### src/irl_pkg.sv
package irl_pkg;
  // ****************************************
  // clock and timing
  // ****************************************
  localparam int CLK_MHZ = 25;
  localparam int REP_PERIOD_US = 10000; // 100 Hz repeat
  localparam int REP_CYCLES = CLK_MHZ * REP_PERIOD_US;
  // ****************************************
  // register offsets (byte addresses)
  // ****************************************
  localparam logic [7:0] OFS_CTRL = 8'h00;
  localparam logic [7:0] OFS_LEVEL = 8'h04;
  localparam logic [7:0] OFS_ITYPE = 8'h08;
  localparam logic [7:0] OFS_STATUS = 8'h0C;
  localparam logic [7:0] OFS_LOGHEAD = 8'h10;
  localparam logic [7:0] OFS_LOGDATA = 8'h14;
  localparam logic [7:0] OFS_IRQSTAT = 8'h18;
  localparam logic [7:0] OFS_IRQMASK = 8'h1C;
  // ctrl fields
  localparam int CTRL_CW = 0;
  localparam int CTRL_REPEAT = 1;
  localparam int CTRL_ONESHOT = 2;
  localparam int CTRL_SHOT = 4; // write-one pulse
  localparam int CTRL_ARM = 5; // write-one pulse
  // level fields
  localparam int LVL_FINE_POS = 8;
  localparam logic [5:0] COARSE_MAX = 6'h3F; // -20 - 63 = -83 dBm
  localparam logic [3:0] FINE_MAX = 4'h9; // 0.9 dB
  // log head fields
  localparam int HEAD_LOST = 31;
  localparam int HEAD_VALID = 30;
  localparam int HEAD_TYPE = 16;
  localparam int HEAD_X = 9;
  localparam int HEAD_SPI = 8;
  // irq bits
  localparam int IRQ_LOGGED = 0;
  localparam int IRQ_OVFL = 1;
  localparam int IRQ_ONESHOT = 2;
  localparam int IRQ_FIRED = 3;
  localparam int IRQ_W = 4;
  // ****************************************
  // log memory and roll-call fields
  // ****************************************
  localparam int LOG_DEPTH = 16;
  localparam int LOG_AW = 4;
  localparam logic [7:0] CNT_MAX = 8'hFF;
  localparam logic [4:0] ROLLCALL_UF = 5'h04;
  localparam logic [23:0] ROLLCALL_AA = 24'h123456;
  // reply type tags
  localparam logic [1:0] RTYPE_ATCRBS = 2'h0;
  localparam logic [1:0] RTYPE_MODES = 2'h1;
  localparam logic [1:0] RTYPE_MODE4 = 2'h2;
  typedef enum logic [3:0] {
    IT_A2, IT_AB, IT_C_WIDE, IT_C_NARROW, IT_3A_WIDE, IT_3A_NARROW,
    IT_M4_TWA, IT_M4_TWB, IT_M4_TWB1, IT_MS_ALLCALL, IT_MS_ROLLCALL, IT_USER
  } irl_itype_t;
endpackage

### src/irl_top.sv
`timescale 1ns/100ps
module irl_top #(
  parameter int REP_CYCLES = irl_pkg::REP_CYCLES
) (
  input wire logic clk_sys,
  input wire logic nrst,
  // wishbone classic slave
  input wire logic wb_cyc_i,
  input wire logic wb_stb_i,
  input wire logic wb_we_i,
  input wire logic [7:0] wb_adr_i,
  input wire logic [3:0] wb_sel_i,
  input wire logic [31:0] wb_dat_i,
  output logic [31:0] wb_dat_o,
  output logic wb_ack_o,
  // interrogation generator
  output logic tx_fire,
  output logic [3:0] tx_type,
  output logic [4:0] tx_uf,
  output logic [23:0] tx_aa,
  output logic cw_on,
  output logic [5:0] level_coarse,
  output logic [3:0] level_fine,
  // reply detector
  input wire logic rx_valid,
  input wire logic rx_timing_ok,
  input wire logic [1:0] rx_type,
  input wire logic [23:0] rx_data,
  input wire logic rx_x,
  input wire logic rx_spi,
  output logic irq
);
  // ****************************************
  // bus decode
  // ****************************************
  localparam int IRL_CNTW = $clog2(REP_CYCLES + 1);
  localparam int IRL_EW = 36; // type 2, x, spi, count 8, data 24
  logic take;
  logic wr;
  logic rd;
  logic cw_en;
  logic rep_en;
  logic one_mode;
  logic armed;
  irl_pkg::irl_itype_t itype;
  logic [IRL_CNTW-1:0] rep_cnt;
  logic lost;
  logic [irl_pkg::IRQ_W-1:0] irq_stat;
  logic [irl_pkg::IRQ_W-1:0] irq_mask;
  logic [irl_pkg::IRQ_W-1:0] irq_set;
  logic [IRL_CNTW-1:0] fire_gap;
  logic [IRL_EW-1:0] mem [irl_pkg::LOG_DEPTH];
  logic [irl_pkg::LOG_AW-1:0] head;
  logic [irl_pkg::LOG_AW-1:0] tail;
  logic [irl_pkg::LOG_AW:0] cnt;
  logic [irl_pkg::LOG_AW-1:0] newest;
  logic [IRL_EW-1:0] head_e;
  logic [IRL_EW-1:0] new_e;
  logic empty;
  logic full;
  logic pop;
  logic accept;
  logic merge;
  logic push;
  logic drop;
  logic shot_req;
  logic fire_now;

  // request taken on the edge that raises ack
  assign take = wb_cyc_i && wb_stb_i && !wb_ack_o;
  assign wr = take && wb_we_i && wb_sel_i[0];
  assign rd = take && !wb_we_i;

  always_ff @(posedge clk_sys) begin
    if (!nrst) begin
      wb_ack_o <= 1'b0;
    end else begin
      wb_ack_o <= take; // answer one cycle after take, drops next
    end
  end

  // ****************************************
  // control registers
  // ****************************************
  // repeat and cw only stop on software clearing the bit
  always_ff @(posedge clk_sys) begin
    if (!nrst) begin
      cw_en <= 1'b0;
      rep_en <= 1'b0;
      one_mode <= 1'b0;
    end else if (wr && wb_adr_i == irl_pkg::OFS_CTRL) begin
      cw_en <= wb_dat_i[irl_pkg::CTRL_CW];
      rep_en <= wb_dat_i[irl_pkg::CTRL_REPEAT];
      one_mode <= wb_dat_i[irl_pkg::CTRL_ONESHOT];
    end
  end

  // fine level clamps at 0.9 dB; coarse is a 6-bit field so it never passes -83 dBm
  always_ff @(posedge clk_sys) begin
    if (!nrst) begin
      level_coarse <= 6'h00;
      level_fine <= 4'h0;
    end else if (wr && wb_adr_i == irl_pkg::OFS_LEVEL) begin
      level_coarse <= wb_dat_i[5:0];
      level_fine <= (wb_dat_i[irl_pkg::LVL_FINE_POS +: 4] > irl_pkg::FINE_MAX) ?
                    irl_pkg::FINE_MAX : wb_dat_i[irl_pkg::LVL_FINE_POS +: 4];
    end
  end

  // illegal type codes are ignored, old selection kept
  always_ff @(posedge clk_sys) begin
    if (!nrst) begin
      itype <= irl_pkg::IT_A2;
    end else if (wr && wb_adr_i == irl_pkg::OFS_ITYPE &&
                 wb_dat_i[3:0] <= 4'(irl_pkg::IT_USER)) begin
      itype <= irl_pkg::irl_itype_t'(wb_dat_i[3:0]);
    end
  end

  // ****************************************
  // interrogation sequencer
  // ****************************************
  assign shot_req = wr && wb_adr_i == irl_pkg::OFS_CTRL && wb_dat_i[irl_pkg::CTRL_SHOT];

  // repeat divider: one enable pulse per 10 ms
  always_ff @(posedge clk_sys) begin
    if (!nrst) begin
      rep_cnt <= '0;
    end else if (!rep_en || rep_cnt == IRL_CNTW'(REP_CYCLES - 1)) begin
      rep_cnt <= '0;
    end else begin
      rep_cnt <= rep_cnt + 1'b1;
    end
  end

  // cw suppresses pulsed firing entirely
  assign fire_now = !cw_en && (shot_req ||
                    (rep_en && rep_cnt == IRL_CNTW'(REP_CYCLES - 1)));

  always_ff @(posedge clk_sys) begin
    if (!nrst) begin
      tx_fire <= 1'b0;
      tx_type <= 4'h0;
      tx_uf <= 5'h00;
      tx_aa <= 24'h000000;
      cw_on <= 1'b0;
    end else begin
      tx_fire <= fire_now;
      tx_type <= 4'(itype);
      tx_uf <= (itype == irl_pkg::IT_MS_ROLLCALL) ? irl_pkg::ROLLCALL_UF : 5'h00;
      tx_aa <= (itype == irl_pkg::IT_MS_ROLLCALL) ? irl_pkg::ROLLCALL_AA : 24'h000000;
      cw_on <= cw_en;
    end
  end

  // ****************************************
  // reply log
  // ****************************************
  assign empty = (cnt == '0);
  assign full = (cnt == (irl_pkg::LOG_AW+1)'(irl_pkg::LOG_DEPTH));
  assign newest = tail - 1'b1;
  assign head_e = mem[head];
  assign pop = rd && wb_adr_i == irl_pkg::OFS_LOGDATA && !empty;
  // bad timing never reaches the log; one-shot needs an armed capture
  assign accept = rx_valid && rx_timing_ok && (!one_mode || armed);
  assign new_e = {rx_type, (rx_type == irl_pkg::RTYPE_ATCRBS) && rx_x,
                  (rx_type == irl_pkg::RTYPE_ATCRBS) && rx_spi,
                  8'h01, rx_data};
  // merge only into the newest entry, not saturated, not leaving now
  assign merge = accept && !empty && !(pop && cnt == 1) &&
                 mem[newest][35:32] == new_e[35:32] && mem[newest][23:0] == rx_data &&
                 mem[newest][31:24] != irl_pkg::CNT_MAX;
  assign push = accept && !merge;
  assign drop = push && full && !pop;

  always_ff @(posedge clk_sys) begin
    if (!nrst) begin
      armed <= 1'b0;
    end else if (wr && wb_adr_i == irl_pkg::OFS_CTRL && wb_dat_i[irl_pkg::CTRL_ARM]) begin
      armed <= 1'b1;
    end else if (accept && one_mode) begin
      armed <= 1'b0;
    end
  end

  // log memory writes: new entry at tail or count bump on newest
  always_ff @(posedge clk_sys) begin
    if (push) begin
      mem[tail] <= new_e;
    end else if (merge) begin
      mem[newest][31:24] <= mem[newest][31:24] + 8'h01;
    end
  end

  always_ff @(posedge clk_sys) begin
    if (!nrst) begin
      head <= '0;
      tail <= '0;
      cnt <= '0;
    end else begin
      if (push) begin
        tail <= tail + 1'b1;
      end
      if (pop || drop) begin
        head <= head + 1'b1;
      end
      cnt <= cnt + (irl_pkg::LOG_AW+1)'(push && !drop) - (irl_pkg::LOG_AW+1)'(pop);
    end
  end

  // overflow marker: drop wins over the clearing pop
  always_ff @(posedge clk_sys) begin
    if (!nrst) begin
      lost <= 1'b0;
    end else if (drop) begin
      lost <= 1'b1;
    end else if (pop) begin
      lost <= 1'b0;
    end
  end

  // ****************************************
  // interrupts
  // ****************************************
  assign irq_set[irl_pkg::IRQ_LOGGED] = accept;
  assign irq_set[irl_pkg::IRQ_OVFL] = drop;
  assign irq_set[irl_pkg::IRQ_ONESHOT] = accept && one_mode;
  assign irq_set[irl_pkg::IRQ_FIRED] = fire_now;

  // read clears; an event in the same cycle survives
  always_ff @(posedge clk_sys) begin
    if (!nrst) begin
      irq_stat <= '0;
    end else if (rd && wb_adr_i == irl_pkg::OFS_IRQSTAT) begin
      irq_stat <= irq_set;
    end else begin
      irq_stat <= irq_stat | irq_set;
    end
  end

  always_ff @(posedge clk_sys) begin
    if (!nrst) begin
      irq_mask <= '0;
    end else if (wr && wb_adr_i == irl_pkg::OFS_IRQMASK) begin
      irq_mask <= wb_dat_i[irl_pkg::IRQ_W-1:0];
    end
  end

  always_ff @(posedge clk_sys) begin
    if (!nrst) begin
      irq <= 1'b0;
    end else begin
      irq <= |(irq_stat & irq_mask); // one cycle behind status
    end
  end

  // ****************************************
  // read data
  // ****************************************
  // unmapped addresses answer with zero
  always_ff @(posedge clk_sys) begin
    if (!nrst) begin
      wb_dat_o <= 32'h00000000;
    end else if (rd) begin
      unique case (wb_adr_i)
        irl_pkg::OFS_CTRL: wb_dat_o <= {26'h0, armed, 2'h0, one_mode, rep_en, cw_en};
        irl_pkg::OFS_LEVEL: wb_dat_o <= {20'h0, level_fine, 2'h0, level_coarse};
        irl_pkg::OFS_ITYPE: wb_dat_o <= {28'h0, 4'(itype)};
        irl_pkg::OFS_STATUS: wb_dat_o <= {24'h0, 3'(cnt >> 2), cnt[1:0], lost, !empty, 1'b0};
        irl_pkg::OFS_LOGHEAD: wb_dat_o <= {lost, !empty, 12'h0, head_e[35:34], 6'h0,
                                           head_e[33], head_e[32], head_e[31:24]};
        irl_pkg::OFS_LOGDATA: wb_dat_o <= empty ? 32'h00000000 : {8'h0, head_e[23:0]};
        irl_pkg::OFS_IRQSTAT: wb_dat_o <= {28'h0, irq_stat};
        irl_pkg::OFS_IRQMASK: wb_dat_o <= {28'h0, irq_mask};
        default: wb_dat_o <= 32'h00000000;
      endcase
    end
  end

  // cycles since the last pulse; saturates so a long pause never aliases a period
  always_ff @(posedge clk_sys) begin
    if (!nrst || tx_fire) begin
      fire_gap <= '0;
    end else if (fire_gap != '1) begin
      fire_gap <= fire_gap + 1'b1;
    end
  end
endmodule

### config.mk
export PLATFORM = sky130hd
export DESIGN_NAME = irl_top
export DESIGN_NICKNAME = d
export VERILOG_FILES = /design/src/irl_pkg.sv /design/src/irl_top.sv
export SDC_FILE = /design/constraint.sdc
export NUM_CORES = 1
export LEC_CHECK = 0
export ABC_AREA = 0
export BUFFER_PORTS_ARGS = -buffer_cell sky130_fd_sc_hd__buf_2
export CORE_MARGIN = 1
export CORE_UTILIZATION = 45
export CTS_CLUSTER_SIZE = 10
export DETAILED_ROUTE_END_ITERATION = 16
export SLEW_MARGIN = 40
export SYNTH_ARGS = -nofsm -noshare
export SYNTH_HDL_FRONTEND = slang
export SYNTH_SLANG_ARGS = --single-unit
### constraint.sdc
create_clock -name clk_sys -period 8.3 [get_ports clk_sys]
set_input_delay 1.66 -clock clk_sys [delete_from_list [all_inputs] [get_ports clk_sys]]
set_output_delay 1.66 -clock clk_sys [all_outputs]
set_load 0.03 [all_outputs]
==> flow_summary.toml <==
[global_routing]
track_usage = 0.243
overflow = 0
antenna_found_initial = 3
grt_pass1_wl_mm = 129
grt_max_degree = 77
grt_pass1_vias = 19300

[sta]
setup_viol = 0
fmax_ghz = 0.153
relSlewSlack = 0.420
finalSetupTns_ns = 0
hold_ws_ns = 0.452
rsz0062_at_grt = "no"
worstMarginPinSlew_ns = 0.867
period_needed_ns = 6.52
post-route-period-util = 0.786
worst_clock_skew_ns = 0.0314
slew_violations = 0
hold_viol = 0

[clock_network]
cts_root_buffer = "clkbuf_16"
postCtsSetupBuffers = 0
cts_resized = 0
htree_levels = 3
cts.sinks = 673
cts_tree = "done"
clockBufferDepth = 3
cts.reportedPaths.clkPinSlew_ns = 0.05
cts_buffers = 78
insertion_delay_ns = 0.64
postCtsHoldBufs = 0

[pwr]
p_leak_uw = 0.0120
peakVddDrop_mv = 0.136
p_per_area_nw_per_um2 = 206

[floorplanning]
die_w_um = 270
io_pins = 158
fp.dieH_um = 270
design.core.area_sq_um = 71400
die-area_sq_um = 73100
fp-row-count = 98
start_util = 0.454

[logic_synthesis]
yosysMostFrequentCell = "edfxtp_1"
synth_top_area_frac = 0.534
avgSynthCellArea_sq_um = 17.0
synthDistinctLibCells = 88
synthArstFlopShare = 0
yosys.area.top_type = "edfxtp_1"
synthesis.area_sq_um = 32400
synth-seq-cells = 673
synth_edf_count = 576
synth.yosys.seq_area_share = 0.594
synthFlopType = "edfxtp_1"
yosys-top-cells-area = "edfxtp_1 53%, mux4_2 21%, dfxtp_1 6.0%, mux2i_1 2.5%, mux4_1 1.5%"
synth_common_cells = "576 x edfxtp_1, 301 x mux4_2, 103 x nor2_1"
yosys_warnings = 0
netlist_instances = 1907

[placement]
io_buffers = 107
hpwl_mm = 54.6
routabilityCongestion = 0.868

[routing]
antenna_left = 0
dr.pass1.iters = 7
avgViaCountPerCell = 6.33
drtIter0Drc = 2122
wire_per_inst_um = 29.0
routed_wirelength_mm = 88.1
vias = 19200
route.detailed.drc = 0

[run_status]
status = "finished, final reports clean"

[critical_path]
cp.required_ns = 8.56
startpoint_type = "register"
cp_max_fo = 60
critical_path.endpoint_type = "register"
arrival_ns = 6.78
crit_type = "register to register"

[finish]
fin_nets = 2126
nFillCells = 5793
drive_gt1_frac = 0.310
area_growth_syn_to_layout_pct = 12.6
fin_util = 0.511

[hold_path]
hp-class = "register to register"

[run]
maxCapViolCount = 0
## per-stage QoR
stage               power, uW  area [sq um]  cells  setup slack [ns]
floorplan                4240         32500   1931             0.691
global placement         4430         34100   2906              1.84
detailed placement       4440         34100   2906              1.80
CTS                      7580         36400   3036              1.78
global route             7750         36500   3036              1.46
finish                   7520         36500   3039              1.78
## critical path, cell delays in order, from the launching register on
cell and delay, ns:
dfxtp_4 0.63, inv_2 0.37, ha_4 0.88, buf_12 0.43, mux4_2 0.36, mux2i_1 0.43
or3_1 0.19, o21ai_0 0.08, or4_1 0.57, nor4_1 0.33, nand4_1 0.23, buf_4 0.45
mux2i_4 0.35, nor3_2 0.19, buf_4 0.53
## cells by family (layout without fill, tap and decap cells)
group | after synthesis | count (layout) | synth area share
XOR/XNOR | 51 | 51 | 0.0146
AO/OA/AOI/OAI | 173 | 173 | 0.0390
buffers and inverters | 177 | 332 | 0.0304
multiplexers | 412 | 412 | 0.254
adder cells (fa/ha/maj) | 11 | 11 | 0.00448
AND/OR/NAND/NOR | 409 | 409 | 0.0631
other | 1 | 28 | 0.000116
flip-flops | 673 | 673 | 0.594
## layer usage
metal | wire (um) | up-vias | GRT usage | part of all wire
met4 | 2040 | 2 | 0.0709 | 0.023
li1 | - | 8073 | - | -
met1 | 35600 | 10000 | 0.343 | 0.40
met2 | 41300 | 1001 | 0.377 | 0.47
met3 | 9120 | 140 | 0.0582 | 0.10
met5 | 11 | - | 0 | 0.00012
## cell usage in the layout (no fill, tap or decap), types with 11 or more instances in the layout
cell / instances
edfxtp_1: 576
conb_1: 25
nor3_2: 14
clkbuf_1: 43
nand2_1: 97
nor4_1: 11
xor2_1: 32
a21oi_1: 49
mux2i_1: 81
nand3_1: 33
buf_2: 107
inv_1: 14
buf_4: 69
xnor2_1: 17
dfxtp_1: 92
mux4_1: 19
clkbuf_16: 80
or3_1: 11
nor2_2: 14
nor2_1: 90
a22oi_1: 29
nor3_1: 34
and2_1: 33
mux4_2: 301
## path summary, 6_finish.rpt
path	from	to	slack [ns]	depth (start not counted)
min reg2reg	wb_dat_o[17]	wb_dat_o[17]	0.45	2
max	tail[0]	mem[4][14]	1.78	14
max reg2reg	tail[0]	mem[4][14]	1.78	14
min	wb_dat_o[17]	wb_dat_o[17]	0.45	2
## flip-flops by register name, summed over array words and instances, names as in the netlist, 5 cells and up, named ones only
register	cells
level_coarse	6
rep_cnt	18
mem	576
cnt	5
wb_dat_o	26
## final cells by class
type                    count  area (sq um)  area share
well taps                 950          1190      0.0326
clock inverters             7           121     0.00333
flip-flops and latches    673         19300       0.528
clock buffers             123          2160      0.0593
multi-input cells        1081         12500       0.342
diodes                      3          7.51    0.000206
repair buffers            185          1220      0.0333
inverters                  17          63.8     0.00175
## power breakdown
part / switching (uW) / total [uW] / leakage [uW] / internal [uW]
combinational: 400 / 672 / 0.00461 / 272
sequential: 25.7 / 3700 / 0.00627 / 3680
clock: 1330 / 3150 / 0.00109 / 1820
Power figures use the tool's default switching activity.
